**src/include/term_consts.vh**
```
// constants for the line termination select decoder
// Summary of operation
// - five enables come from speed, termination bit, mode field and two pulldown requests.
// - settings govern the resistors only in synchronous mode; otherwise the enables hold.
// - in synchronous mode, mode field 01b clears all five enables whatever else is set.
// - speed 01b, term 0b, mode 00b, both pulldowns set give only both pull-downs.
// - host chirp, high speed and test J/K give both pull-downs and the hs termination.
// - host full speed, low speed, suspend and resume give only the two pull-downs.
// - no pulldowns, term 1b, speed 00b with mode 10b or speed 01b gives only the D+ pull-up.
// - no pulldowns, speed 00b, term 0b, mode 00b or 10b give only the hs termination.
// - no pulldowns, speed 10b, term 1b, mode 00b or 10b give only the D- pull-up.
// - otg peripheral chirp, fs, suspend and resume give D+ pull-up and D- pull-down.
// - otg peripheral high speed and test J/K give hs termination and D- pull-down.
// - connect detect gives only the D- pull-down.
// - any other combination falls back to both pull-downs only.
// - while chip reset is low all five resistor enables stay off.
`ifndef TERM_CONSTS_VH
`define TERM_CONSTS_VH

// register byte offsets
`define ADR_LINE_CTRL    8'h00
`define ADR_TERM_STATUS  8'h04

// control register fields
`define FLD_SPEED_LO     0
`define FLD_SPEED_HI     1
`define FLD_TERM_SEL     2
`define FLD_OP_LO        3
`define FLD_OP_HI        4
`define FLD_DP_PD        5
`define FLD_DM_PD        6
`define FLD_SYNC_MODE    7
`define CTRL_WIDTH       8
// speed 01b, term 0b, mode 00b, both pulldowns, synchronous mode on
`define CTRL_RESET       8'he1

// line mode field values
`define OP_NORMAL        2'h0
`define OP_TRISTATE      2'h1
`define OP_CHIRP         2'h2

// enable vector order {dp pull-up, dm pull-up, dp pull-down, dm pull-down, hs term}
`define EN_WIDTH         5
`define EN_NONE          5'h00
`define EN_HS            5'h01
`define EN_DM_PD         5'h02
`define EN_BOTH_PD       5'h06
`define EN_DM_PU         5'h08
`define EN_DP_PU         5'h10
`define EN_PD_HS         5'h07
`define EN_DP_PU_DM_PD   5'h12
`define EN_HS_DM_PD      5'h03

`endif

```
**src/hw/reset_sync.v**
```verilog
// two-stage release synchroniser for the active-low reset
`timescale 1ns/1ns
module reset_sync (
  // clock and raw reset
  input  wire clk_sys,
  input  wire reset_n,
  // synchronised reset
  output wire rst_sync_n
);
  reg meta_r;
  reg hold_r;

  // assert at once, release after two edges
  always @(posedge clk_sys or negedge reset_n) begin
    if (!reset_n) begin
      meta_r <= 1'b0;
      hold_r <= 1'b0;
    end else begin
      meta_r <= 1'b1;
      hold_r <= meta_r;
    end
  end

  assign rst_sync_n = hold_r;
endmodule // reset_sync

```
**src/hw/term_decode.v**
```verilog
// combinational decode of line settings into five resistor enables
`timescale 1ns/1ns
`include "term_consts.vh"
module term_decode (
  // line settings
  input  wire [1:0]             xcvr_speed_sel,
  input  wire                   termination_sel_bit,
  input  wire [1:0]             line_op_field,
  input  wire                   dplus_pd_request,
  input  wire                   dminus_pd_request,
  // decoded enables and table hit
  output reg  [`EN_WIDTH-1:0]   enables,
  output reg                    combo_valid
);
  wire [6:0] key;

  assign key = {xcvr_speed_sel, termination_sel_bit, line_op_field,
                dplus_pd_request, dminus_pd_request};

  // tri-state row wins before any table lookup
  always @* begin
    enables     = `EN_BOTH_PD;
    combo_valid = 1'b1;
    if (line_op_field == `OP_TRISTATE) begin
      enables = `EN_NONE;
    end else begin
      casez (key)
        7'b01_0_00_11: enables = `EN_BOTH_PD;
        7'b00_0_00_11: enables = `EN_PD_HS;
        7'b00_0_10_11: enables = `EN_PD_HS;
        7'b?1_1_00_11: enables = `EN_BOTH_PD;
        7'b01_1_10_11: enables = `EN_BOTH_PD;
        7'b10_1_00_11: enables = `EN_BOTH_PD;
        7'b10_1_10_11: enables = `EN_BOTH_PD;
        7'b00_1_10_00: enables = `EN_DP_PU;
        7'b01_1_00_00: enables = `EN_DP_PU;
        7'b01_1_10_00: enables = `EN_DP_PU;
        7'b00_0_00_00: enables = `EN_HS;
        7'b00_0_10_00: enables = `EN_HS;
        7'b10_1_00_00: enables = `EN_DM_PU;
        7'b10_1_10_00: enables = `EN_DM_PU;
        7'b00_1_10_01: enables = `EN_DP_PU_DM_PD;
        7'b01_1_00_01: enables = `EN_DP_PU_DM_PD;
        7'b01_1_10_01: enables = `EN_DP_PU_DM_PD;
        7'b00_0_00_01: enables = `EN_HS_DM_PD;
        7'b00_0_10_01: enables = `EN_HS_DM_PD;
        7'b01_0_00_01: enables = `EN_DM_PD;
        // unlisted settings: unsupported, both pull-downs only
        default: begin
          enables     = `EN_BOTH_PD;
          combo_valid = 1'b0;
        end
      endcase
    end
  end
endmodule // term_decode

```
**src/hw/term_select_top.v**
```verilog
// line termination select block with a classic wishbone register slave
`timescale 1ns/1ns
`include "term_consts.vh"
module term_select_top (
  // clock and reset
  input  wire        clk_sys,
  input  wire        reset_n,
  // wishbone slave
  input  wire        wb_cyc_i,
  input  wire        wb_stb_i,
  input  wire        wb_we_i,
  input  wire [7:0]  wb_adr_i,
  input  wire [3:0]  wb_sel_i,
  input  wire [31:0] wb_dat_i,
  output reg  [31:0] wb_dat_o,
  output reg         wb_ack_o,
  // resistor enables
  output reg         dplus_pullup_on,
  output reg         dminus_pullup_on,
  output reg         dplus_pulldown_on,
  output reg         dminus_pulldown_on,
  output reg         hs_termination_on
);
  wire                  rst_n;
  wire [`EN_WIDTH-1:0]  dec_en;
  wire                  dec_valid;
  wire                  req;
  wire [`EN_WIDTH-1:0]  en_now;
  reg  [`CTRL_WIDTH-1:0] ctrl_r;
  reg                   valid_r;
  reg  [31:0]           rdata_nxt;

  // release of the async reset is synchronised so all flops leave reset together
  reset_sync u_reset_sync (
    .clk_sys    (clk_sys),
    .reset_n    (reset_n),
    .rst_sync_n (rst_n)
  );

  // decode works straight from the stored control bits
  term_decode u_term_decode (
    .xcvr_speed_sel      (ctrl_r[`FLD_SPEED_HI:`FLD_SPEED_LO]),
    .termination_sel_bit (ctrl_r[`FLD_TERM_SEL]),
    .line_op_field       (ctrl_r[`FLD_OP_HI:`FLD_OP_LO]),
    .dplus_pd_request    (ctrl_r[`FLD_DP_PD]),
    .dminus_pd_request   (ctrl_r[`FLD_DM_PD]),
    .enables             (dec_en),
    .combo_valid         (dec_valid)
  );

  // new request: one ack per strobe, none in the cycle after an ack
  assign req = wb_cyc_i & wb_stb_i & ~wb_ack_o;

  assign en_now = {dplus_pullup_on, dminus_pullup_on, dplus_pulldown_on,
                   dminus_pulldown_on, hs_termination_on};

  // read mux; unmapped offsets read as zero
  always @* begin
    rdata_nxt = 32'h0000_0000;
    case (wb_adr_i)
      `ADR_LINE_CTRL:   rdata_nxt = {24'h00_0000, ctrl_r};
      `ADR_TERM_STATUS: rdata_nxt = {26'h000_0000, valid_r, en_now};
      default:          rdata_nxt = 32'h0000_0000;
    endcase
  end

  // bus answer one cycle after the request, dropped the next cycle
  always @(posedge clk_sys or negedge rst_n) begin
    if (!rst_n) begin
      wb_ack_o <= 1'b0;
      wb_dat_o <= 32'h0000_0000;
    end else begin
      wb_ack_o <= req;
      if (req && !wb_we_i)
        wb_dat_o <= rdata_nxt;
    end
  end

  // control register, byte lane 0 only; writes to other offsets are dropped
  always @(posedge clk_sys or negedge rst_n) begin
    if (!rst_n) begin
      ctrl_r <= `CTRL_RESET;
    end else if (req && wb_we_i && wb_sel_i[0] && wb_adr_i == `ADR_LINE_CTRL) begin
      ctrl_r <= wb_dat_i[`CTRL_WIDTH-1:0];
    end
  end

  // enables registered one edge after the control bits settle, so a write
  // never shows a partial decode; outside synchronous mode they hold
  always @(posedge clk_sys or negedge rst_n) begin
    if (!rst_n) begin
      dplus_pullup_on    <= 1'b0;
      dminus_pullup_on   <= 1'b0;
      dplus_pulldown_on  <= 1'b0;
      dminus_pulldown_on <= 1'b0;
      hs_termination_on  <= 1'b0;
      valid_r            <= 1'b0;
    end else if (ctrl_r[`FLD_SYNC_MODE]) begin
      {dplus_pullup_on, dminus_pullup_on, dplus_pulldown_on,
       dminus_pulldown_on, hs_termination_on} <= dec_en;
      valid_r <= dec_valid;
    end
  end
endmodule // term_select_top

```
**config.mk**
```make
export PLATFORM = sky130hd
export DESIGN_NAME = term_select_top
export DESIGN_NICKNAME = d
export VERILOG_FILES = /design/src/hw/reset_sync.v /design/src/hw/term_decode.v /design/src/hw/term_select_top.v
export VERILOG_INCLUDE_DIRS = /design/src /design/src/include
export SDC_FILE = /design/constraint.sdc
export NUM_CORES = 1
export LEC_CHECK = 0
export BUFFER_PORTS_ARGS = -buffer_cell sky130_fd_sc_hd__buf_2
export CORE_ASPECT_RATIO = 0.7
export CORE_MARGIN = 5
export CORE_UTILIZATION = 46
export CTS_CLUSTER_SIZE = 8
export DETAILED_ROUTE_END_ITERATION = 16
export PLACE_DENSITY = 0.84
export RECOVER_POWER = 100
export SLEW_MARGIN = 40
export SYNTH_ARGS = -nofsm -noshare
export SYNTH_HDL_FRONTEND = slang
export SYNTH_HIERARCHICAL = 1
export SYNTH_SLANG_ARGS = --single-unit
```
**constraint.sdc**
```tcl
create_clock -name clk_sys -period 1.7 [get_ports clk_sys]
set_input_delay 0.51 -clock clk_sys [delete_from_list [all_inputs] [get_ports clk_sys]]
set_output_delay 0.51 -clock clk_sys [all_outputs]
set_load 0.02 [all_outputs]
```
==> key figures, run 1 <==
GRT
  – Vias in the first global route: between 900 and 1k
  – First-pass GRT wire length: 4650 um
  – Largest net degree at the start of global routing: 24
  – Tot GR Track Use: a little over an eighth
  – Aggregate global routing overflow: 0
  – Met2 GRT Util: roughly 18%
  – Most used routing layer: met1
  – Initial antenna violation count: 0
  – Global Route met3 Usage: 5.61%
  – Grt met1 use: a little under a fifth

Finish
  – Layout cells sized above 1: between 30% and 40%
  – Area growth syn-to-layout: 16.8%
  – Diode count: 0
  – Final #Nets: ~230

Critical path
  – Delay-heaviest family, CP: flip-flops
  – Worst setup SP type: flop
  – Path length in cells of the critical path: 5
  – WS Path Type: flop to flop
  – Reg2Reg Depth: 5
  – Slowest-stage cell, CP: dfstp_2
  – Crit. End Element: flop
  – CP arrival: around 1900 ps
  – Crit-path cells: and4bb_2 > a31oi_1 > o32ai_2 > o31ai_1 > mux2_2
  – Crit path required time: approximately 1900 ps
  – Bufs and invs on worst path: 0
  – Critical path's largest stage delay: 610 ps
  – Critical path peak fanout: 7

STA
  – Final min period: about 1700 ps
  – Fmax: between 500 and 600 MHz
  – Actual slew at the worst max-slew pin: approximately 560 ps
  – Final setup TNS: -1.16 ps
  – Worst slew margin: about 63%
  – # setup viols final: 1
  – Period utilisation layout: 100%
  – Fin Clk Skew: between 3 and 4 ps
  – RSZ-0062 raised after global routing: yes
  – Final hold violations: 0
  – PnR worst setup slack: -1.16 ps
  – Final slew viol count: 0

Die
  – DIE WIDTH: 76.7 um
  – DIE AREA: 4350 um^2
  – Row cnt: 17
  – Starting Density: between 40 and 50%
  – DIE HEIGHT: 56.7 um
  – I/O pin total: 87
  – Core area: 3060 um^2

Placement
  – IO Port Bufs: 35
  – Routability cong.: ~0.88
  – Post-detail-place hpwl: about 2300 um

Pwr
  – Clock Power Share: a little under a third
  – Combinational power share: 13.1%
  – Switching share of power: between 20% and 30%
  – Peak supply drop: 475 uV
  – PD cells: ~660 nW/um^2
  – NetSw: 282 uW
  – Total power: approximately 1100 uW
  – Static leakage: slightly above 0.0008 uW
  – Reg power frac: between 50% and 60%
  – Internal: around 820 uW

Synthesis
  – Area leader, netlist: dfrtp_1
  – Post-synthesis cell type count: 36
  – Top cells by area, synth: dfrtp_1 37%, buf_4 13%, mux2_2 11%
  – Post-Syn Area: ~1400 um^2
  – Synth Register Bits: 25
  – Ys Warns: 6
  – Seq/Total Area, Yosys: around 44%
  – Avg Cell Area, Syn: 10.9 um^2
  – Post-Synthesis Cells: between 100 and 150
  – Top-area cell type share of the netlist area: between 30% and 40%

Flow run
  – Max-cap violations: 0

Clocking
  – Total CTS buffers: 3
  – Worst skew pair latency: 270 ps
  – Root buffer cell: clkbuf_8
  – Post-CTS setup buffer count: 0
  – CTS tree: done
  – H-tree levels: 1
  – Worst-path clk slew: about 80 ps
  – Clock sink total: 25
  – Clk buf depth: 2

Drt
  – DRT Pass-1 Iters: 4
  – Vias per Instance: between 4 and 5
  – Via count: between 1k and 1.5k
  – Routed length per instance: around 13 um
  – Remaining DRCs: 0
  – Routed wire length: just under 3000 um
  – Drt first-iter violations: 45
  – Final ANT Viol Nets: 0

Min path
  – HP Class: flop to asynchronous set/reset pin

Outcome
  – Outcome: finished with violations
  – Violated checks: negative setup slack
cell type report:
type / count / area, um^2
fillers: 273 / 1390
flip-flops and latches: 25 / 632
clock inverters: 1 / 5.00
clock buffers: 3 / 41.3
multi-input cells: 96 / 684
inverters: 5 / 18.8
well taps: 38 / 47.5
repair buffers: 47 / 246
synthesized netlist by cell type:
cell type  number
buf_4          25
and4bb_2        1
mux2_2         14
nand2b_1        2
and3b_1         2
nor2_1          2
nor3_2          1
and2_1          1
o2111ai_1       2
a31oi_1         3
nand4_4         1
mux2i_1         6
conb_1          2
clkbuf_1        3
nand2_1        10
nand3_1         1
inv_2           1
nor4_1          1
maj3_2          1
nand3b_1        1
or4b_1          1
dfstp_2         4
a2111oi_1       1
nor3b_1         2
inv_1           4
o21ai_0         8
nor2b_1         1
nand4bb_1       1
and3_2          1
nor4_4          1
a21o_2          1
o31ai_1         1
o41ai_1         2
dfrtp_1        21
o32ai_1         1
a21oi_1         1
routing by layer:
metal | part of all wire [%] | routed length, um
met1 | 47 | 1350
met2 | 42 | 1230
met3 | 9.6 | 280
met4 | 1.3 | 38
met5 | 0 | 0
per-stage QoR:
step	instance area (um^2)	hold WS (ps)	utilization [%]	setup slack, ps	std cells
final	1680	323	54.7	-1.16	215
after floorplan	1520	214	-	133	154
after CTS	1680	243	54.9	15.8	215
after detailed placement	1630	231	53.1	29.3	210
after global routing	1680	374	54.7	-73.2	215
after global placement	1630	219	53.1	43.3	210
final timing paths:
kind / startpoint / to / slack, ps
min in group clk_sys: u_reset_sync/meta_r / u_reset_sync/rst_sync_n / 360
setup / recovery: ctrl_r[6] / dplus_pulldown_on / -1
max in group asynchronous: u_reset_sync/rst_sync_n / ctrl_r[2] / 970
hold reg to reg: u_reset_sync/rst_sync_n / wb_ack_o / 320
setup reg to reg: ctrl_r[6] / dplus_pulldown_on / -1
hold / removal: u_reset_sync/rst_sync_n / wb_ack_o / 320
what timing repair did:
item                       in CTS  in global routing
hold buffers                    1                  0
setup endpoints to repair       0                  3
hold endpoints to repair        2                  0
gates resized for setup         0                  3
registers in the layout, summed over array words and instances, names as in the netlist:
name,flops
u_reset_sync/meta_r,1
dplus_pullup_on,1
dminus_pulldown_on,1
dminus_pullup_on,1
u_reset_sync/rst_sync_n,1
ctrl_r,8
wb_dat_o,8
hs_termination_on,1
valid_r,1
wb_ack_o,1
dplus_pulldown_on,1
power by group through the flow:
stage          Sequential [uW]  Combinational (uW)  Clock (uW)
6_report                   616                 144         340
3_3_place_gp               627                 141           0
2_1_floorplan              640                 124           0
3_5_place_dp               627                 143           0
5_1_grt                    618                 158         381
4_1_cts                    616                 145         366
cells in the final DEF (no fill, tap or decap), types with 3 or more instances in the layout:
cell type,count
inv_1,4
dfrtp_1,20
buf_4,9
mux2i_1,6
nand2_1,10
a31oi_1,3
clkbuf_8,3
buf_2,20
mux2_2,14
o21ai_0,8
conb_1,25
clkbuf_1,15
dfstp_2,4
cell families after synthesis:
kind of cell	share of synthesized area, %
buffers and inverters	15.2
AND/OR/NAND/NOR	15.0
flip-flops	44.0
AO/OA/AOI/OAI	9.34
multiplexers	15.2
other	0.524
adder cells (fa/ha/maj)	0.785
Note: power is estimated with default switching activity, not from simulation.
==> run 2: changes to the inputs <==
RECOVER_POWER = default   (was 100)
==> key figures, run 2 (synthesis gave the netlist of run 1 again) <==
Outcome
  – Outcome: finished, final reports clean

STA
  – Period utilisation layout: 99.6% (-0.52 points)
  – Fin Clk Skew: 2.95 ps (-0.152 ps)
  – Fmax: 591 MHz (+0.52%)
  – Final slew viol count: 0 (unchanged)
  – # setup viols final: 0 (-1)
  – Final hold violations: 0 (unchanged)
  – Final min period: 1690 ps (-8.79 ps)
  – RSZ-0062 raised after global routing: yes

Die
  – Row cnt: 17 (unchanged)
  – Starting Density: 46.8% (unchanged)
  – DIE AREA: 4350 um^2 (unchanged)
  – DIE HEIGHT: 56.7 um (unchanged)
  – DIE WIDTH: 76.7 um (unchanged)
  – Core area: 3060 um^2 (unchanged)
  – I/O pin total: 87 (unchanged)

Placement
  – Post-detail-place hpwl: 2280 um (unchanged)
  – Placed cells: 210 (unchanged)
  – Routability cong.: 0.881 (unchanged)
  – IO Port Bufs: 35 (unchanged)

Pwr
  – Reg power frac: 55.8% (-0.2 points)
  – Clock Power Share: 30.9% (about the same)
  – Switching share of power: 25.6% (+0.034 points)
  – Peak supply drop: 479 uV (+0.88%)
  – PD cells: 651 nW/um^2 (-0.85%)
  – Combinational power share: 13.3% (+0.2 points)
  – Static leakage: 0.000877 uW (+7.8%)
  – Internal: 821 uW (+0.37%)
  – NetSw: 283 uW (+0.55%)

Clocking
  – Total CTS buffers: 3 (unchanged)
  – H-tree levels: 1 (unchanged)
  – Worst skew pair latency: 270 ps (about the same)
  – Worst-path clk slew: 80 ps (about the same)
  – Root buffer cell: clkbuf_8
  – Clock sink total: 25 (unchanged)
  – Clk buf depth: 2 (unchanged)
  – Post-CTS setup buffer count: 0 (unchanged)
  – CTS tree: done

Drt
  – Via count: 1,063 (+0.66%)
  – Vias per Instance: 4.94 (+0.66%)
  – Routed wire length: 2900 um (about the same)
  – Drt first-iter violations: 49 (+8.9%)
  – Routed length per instance: 13.5 um (about the same)
  – Final ANT Viol Nets: 0 (unchanged)
  – DRT Pass-1 Iters: 4 (unchanged)
  – Remaining DRCs: 0 (unchanged)

Finish
  – Largest registers: ctrl_r: 8 flops, wb_dat_o: 8 flops
  – Layout cells sized above 1: 44.6% (+8.5 points)
  – Leading cell type in the layout, fill and taps excluded: buf_2
  – Cell Count, Final, Fillers Out: 215 (unchanged)
  – Fill cells: 266 (-2.6%)
  – Final #Nets: 227 (unchanged)
  – Diode count: 0 (unchanged)
  – Most frequent cells in the layout: 35 x buf_2, 25 x conb_1, 20 x dfrtp_1
  – Post-Route Utilization: 55.4% (+0.69 points)
  – Area growth syn-to-layout: 18.3%

Min path
  – HP Class: flop to asynchronous set/reset pin

GRT
  – Initial antenna violation count: 0 (unchanged)
  – First-pass GRT wire length: 4650 um (unchanged)
  – Aggregate global routing overflow: 0 (unchanged)
  – Largest net degree at the start of global routing: 24 (unchanged)
  – Tot GR Track Use: 13.4% (unchanged)
  – Vias in the first global route: 945 (unchanged)

Critical path
  – CP arrival: 1900 ps (about the same)
  – Critical path peak fanout: 7 (unchanged)
  – Crit. End Element: flop
  – Worst setup SP type: flop
  – Crit path required time: 1910 ps (about the same)
  – WS Path Type: flop to flop

Flow run
  – Max-cap violations: 0 (unchanged)
run 2: changes by cell type in the layout (fill, tap and decap cells not counted), sizes merged:
cell	delta
clkbuf	-17
buf	+17
run 2: power groups by stage:
stage | clock network, uW | registers, uW | logic [uW]
after floorplan | 0 | 640 | 124
after global placement | 0 | 627 | 141
after detailed placement | 0 | 627 | 143
after CTS | 366 | 616 | 145
after global routing | 381 | 617 | 161
final | 341 | 616 | 147
run 2: per-layer routing:
layer / track usage [%] / vias to the layer above / wire [um]
li1: - / 514 / -
met1: 19.0 / 498 / 1330
met2: 17.7 / 46 / 1240
met3: 5.61 / 5 / 299
met4: 5.24 / 0 / 38
met5: 0 / - / 0
run 2: timing repair:
action | 4_1_cts | 5_1_grt
hold buffers | 1 | 0
gates resized for setup | 0 | 3
endpoints found under the setup margin | 0 | 3
endpoints found under the hold margin | 2 | 0
run 2: final timing paths:
kind,from,endpoint,slack [ps],cells past startpoint
setup / recovery,ctrl_r[6],dplus_pulldown_on,8,5
hold / removal,u_reset_sync/rst_sync_n,wb_ack_o,230,1
setup reg to reg,ctrl_r[6],dplus_pulldown_on,8,5
hold reg to reg,u_reset_sync/rst_sync_n,wb_ack_o,230,1
max in group asynchronous,reset_n,u_reset_sync/meta_r,1060,2
min in group clk_sys,u_reset_sync/meta_r,u_reset_sync/rst_sync_n,360,0
run 2: cell type report:
cell class / instances / area, um^2 / share of cell area (%)
Tap cell: 38 / 47.5 / 2.80
Multi-Input combinational cell: 96 / 684 / 40.3
Sequential cell: 25 / 632 / 37.2
Clock inverter: 1 / 5.00 / 0.295
Timing Repair Buffer: 47 / 268 / 15.8
Clock buffer: 3 / 41.3 / 2.43
Inverter: 5 / 18.8 / 1.11
run 2: critical path, stage by stage, from the launching register on:
cell	delay, ps
dfstp_2	610
and4bb_2	250
a31oi_1	210
o32ai_2	120
o31ai_1	250
mux2_2	190
run 2: stage by stage:
stage               cell area [um^2]  power [uW]  TNS, ps  hold slack (ps)  setup WS, ps
floorplan                       1520         764        0              214           133
global placement                1630         768        0              219          43.3
detailed placement              1630         770        0              231          29.3
CTS                             1680        1130        0              243          15.8
global route                    1700        1160     -100              277         -73.2
finish                          1700        1100        0              230          7.63
==> run 3: changes to the inputs <==
ABC_AREA = 1   (was default)
CORE_MARGIN = 2   (was 5)
CORE_UTILIZATION = 48   (was 46)
==> key figures, run 3 <==
STA
  – # setup viols final: 0 (unchanged)
  – Final hold violations: 0 (unchanged)
  – Fin Clk Skew: 8.55 ps (+5.61 ps)
  – Final min period: 1530 ps (-162 ps)
  – Fmax: 654 MHz (+11%)
  – Period utilisation layout: 90.0% (-9.5 points)
  – RSZ-0062 raised after global routing: no
  – Final slew viol count: 0 (unchanged)
  – Final setup TNS: 0 ps (unchanged)

Min path
  – HP Class: input port to asynchronous set/reset pin

Drt
  – Vias per Instance: 4.77 (-3.6%)
  – Remaining DRCs: 0 (unchanged)
  – Routed wire length: 3020 um (+4.0%)
  – Drt first-iter violations: 100 (+100%)
  – DRT Pass-1 Iters: 4 (unchanged)
  – Routed length per instance: 10.4 um (-23%)
  – Final ANT Viol Nets: 0 (unchanged)
  – Via count: 1,378 (+30%)

Synthesis
  – FFs w/ async S/R, synth: 100% (unchanged)
  – Post-synthesis cell type count: 21 (-42%)
  – Post-synth top flop: dfrtp_1
  – Synth Register Bits: 25 (unchanged)
  – Top-area cell type share of the netlist area: 32.9% (-3.8 points)
  – Avg Cell Area, Syn: 7.43 um^2 (-32%)
  – Area leader, netlist: dfrtp_1
  – Post-Syn Area: 1600 um^2 (+11%)
  – Ys Warns: 6 (unchanged)
  – Post-synth EDFFs: 0 (unchanged)
  – Seq/Total Area, Yosys: 39.5% (-4.5 points)
  – Synth top cells by count: 79 x nand2_1, 25 x buf_4, 23 x nand3_1
  – Top-count cell post-synth: nand2_1
  – Top cells by area, synth: dfrtp_1 33%, nand2_1 19%, buf_4 12%
  – Post-Synthesis Cells: 215 (+64%)

Finish
  – Area growth syn-to-layout: 9.63%
  – Post-Route Utilization: 55.3% (-0.12 points)
  – Cell Count, Final, Fillers Out: 289 (+34%)
  – Most frequent cells in the layout: 79 x nand2_1, 35 x buf_2, 25 x conb_1
  – Layout cells sized above 1: 25.1% (-20 points)
  – Leading cell type in the layout, fill and taps excluded: nand2_1
  – Largest registers: ctrl_r: 8 flops, wb_dat_o: 8 flops
  – Final #Nets: 301 (+33%)
  – Final Cell Area: 1750 um^2 (+3.2%)
  – Diode count: 0 (unchanged)

Critical path
  – Critical path peak fanout: 5 (-2)
  – R2R Path End: dminus_pulldown_on
  – CP arrival: 1690 ps (-210 ps)
  – Reg2Reg Depth: 9 (+4)
  – Worst setup SP type: flop
  – R2r setup slk: 170 ps (+160 ps)
  – WS Path Type: flop to flop
  – Crit. End Element: flop
  – Crit path required time: 1860 ps (-50 ps)
  – Reg2reg start: ctrl_r[6]

GRT
  – Largest net degree at the start of global routing: 24 (unchanged)
  – First-pass GRT wire length: 5030 um (+8.2%)
  – Aggregate global routing overflow: 0 (unchanged)
  – Vias in the first global route: 1,165 (+23%)
  – Tot GR Track Use: 16.9% (+3.6 points)
  – Initial antenna violation count: 0 (unchanged)

Die
  – I/O pin total: 87 (unchanged)
  – Row cnt: 17 (unchanged)
  – DIE AREA: 3810 um^2 (-12%)
  – Starting Density: 50.4% (+3.6 points)
  – Core area: 3170 um^2 (+3.5%)
  – DIE HEIGHT: 52.3 um (-7.8%)
  – DIE WIDTH: 73.0 um (-4.9%)

Placement
  – Post-detail-place hpwl: 2410 um (+5.7%)
  – Routability cong.: 0.942 (+6.9%)
  – Placed cells: 285 (+36%)
  – Post-DP Area: 1710 um^2 (+4.9%)
  – IO Port Bufs: 35 (unchanged)

Flow run
  – Max-cap violations: 0 (unchanged)

Pwr
  – PD cells: 631 nW/um^2 (-3.0%)
  – Peak supply drop: 503 uV (+5.0%)
  – Static leakage: 0.00106 uW (+21%)

Clocking
  – Clock sink total: 25 (unchanged)
  – Clk buf depth: 2 (unchanged)
  – Root buffer cell: clkbuf_8
  – Worst-path clk slew: 90 ps (about the same)
  – Total CTS buffers: 3 (unchanged)
  – Post_cts resized: 0 (unchanged)
  – Worst skew pair latency: 260 ps (about the same)
  – Post-CTS setup buffer count: 0 (unchanged)
  – H-tree levels: 1 (unchanged)
  – CTS tree: done
  – Hold buffers post-CTS: 0 (-1)

Outcome
  – Outcome: finished, final reports clean
## run 3: logic make-up after synthesis
| group | synth area share, % |
|---|---|
| AOI/OAI and AO/OA | 1.96 |
| DFF | 39.5 |
| other | 0.470 |
| and+or+nand+nor | 41.3 |
| buffers and inverters | 16.8 |
## run 3: worst max path at each step
stage / startpoint / endpoint / slack, ps / depth (start not counted)
2_1_floorplan: ctrl_r[6] / dminus_pulldown_on / 370 / 9
3_3_place_gp: ctrl_r[6] / dminus_pulldown_on / 220 / 9
3_5_place_dp: ctrl_r[6] / dminus_pulldown_on / 210 / 9
4_1_cts: ctrl_r[6] / dminus_pulldown_on / 200 / 9
5_1_grt: ctrl_r[6] / dminus_pulldown_on / 70 / 9
6_report: ctrl_r[6] / dminus_pulldown_on / 170 / 9
## run 3: power by group
| group | total (uW) | switching, uW | internal, uW | leakage [uW] |
|---|---|---|---|---|
| clock | 343 | 175 | 167 | 0.0000228 |
| combinational | 147 | 108 | 38.6 | 0.000711 |
| sequential | 616 | 8.58 | 608 | 0.000328 |
| total | 1110 | 292 | 813 | 0.00106 |
## run 3: cell type report
cell class | count | area (um^2)
repair buffers | 36 | 183
inverters | 16 | 60.1
fillers | 298 | 1420
clock buffers | 4 | 45.0
flip-flops and latches | 25 | 631
multi-input cells | 170 | 786
well taps | 38 | 47.5
## run 3: routing by layer
layer | up-vias | GRT usage [%] | routed length (um)
met3 | 0 | 4.04 | 242
met1 | 613 | 23.4 | 1400
li1 | 700 | - | -
met5 | - | 0 | 0
met4 | 0 | 1.85 | 0
met2 | 65 | 28.0 | 1370
## run 3: metrics by stage
step	setup slack, ps	hold WS (ps)	total power, uW
finish	170	17.4	1110
global route	72.3	2.65	1170
CTS	200	11.2	1120
detailed placement	206	222	775
global placement	219	219	773
floorplan	373	214	773
## run 3: critical path, stage by stage (launching register included)
cell and delay, ps:
dfstp_2 570, nand2_1 70, nor2_1 240, nand2_2 130, nand2_1 100, nor2_2 50
a21oi_1 110, nor2_1 50, nand2_1 60, nand2_1 50
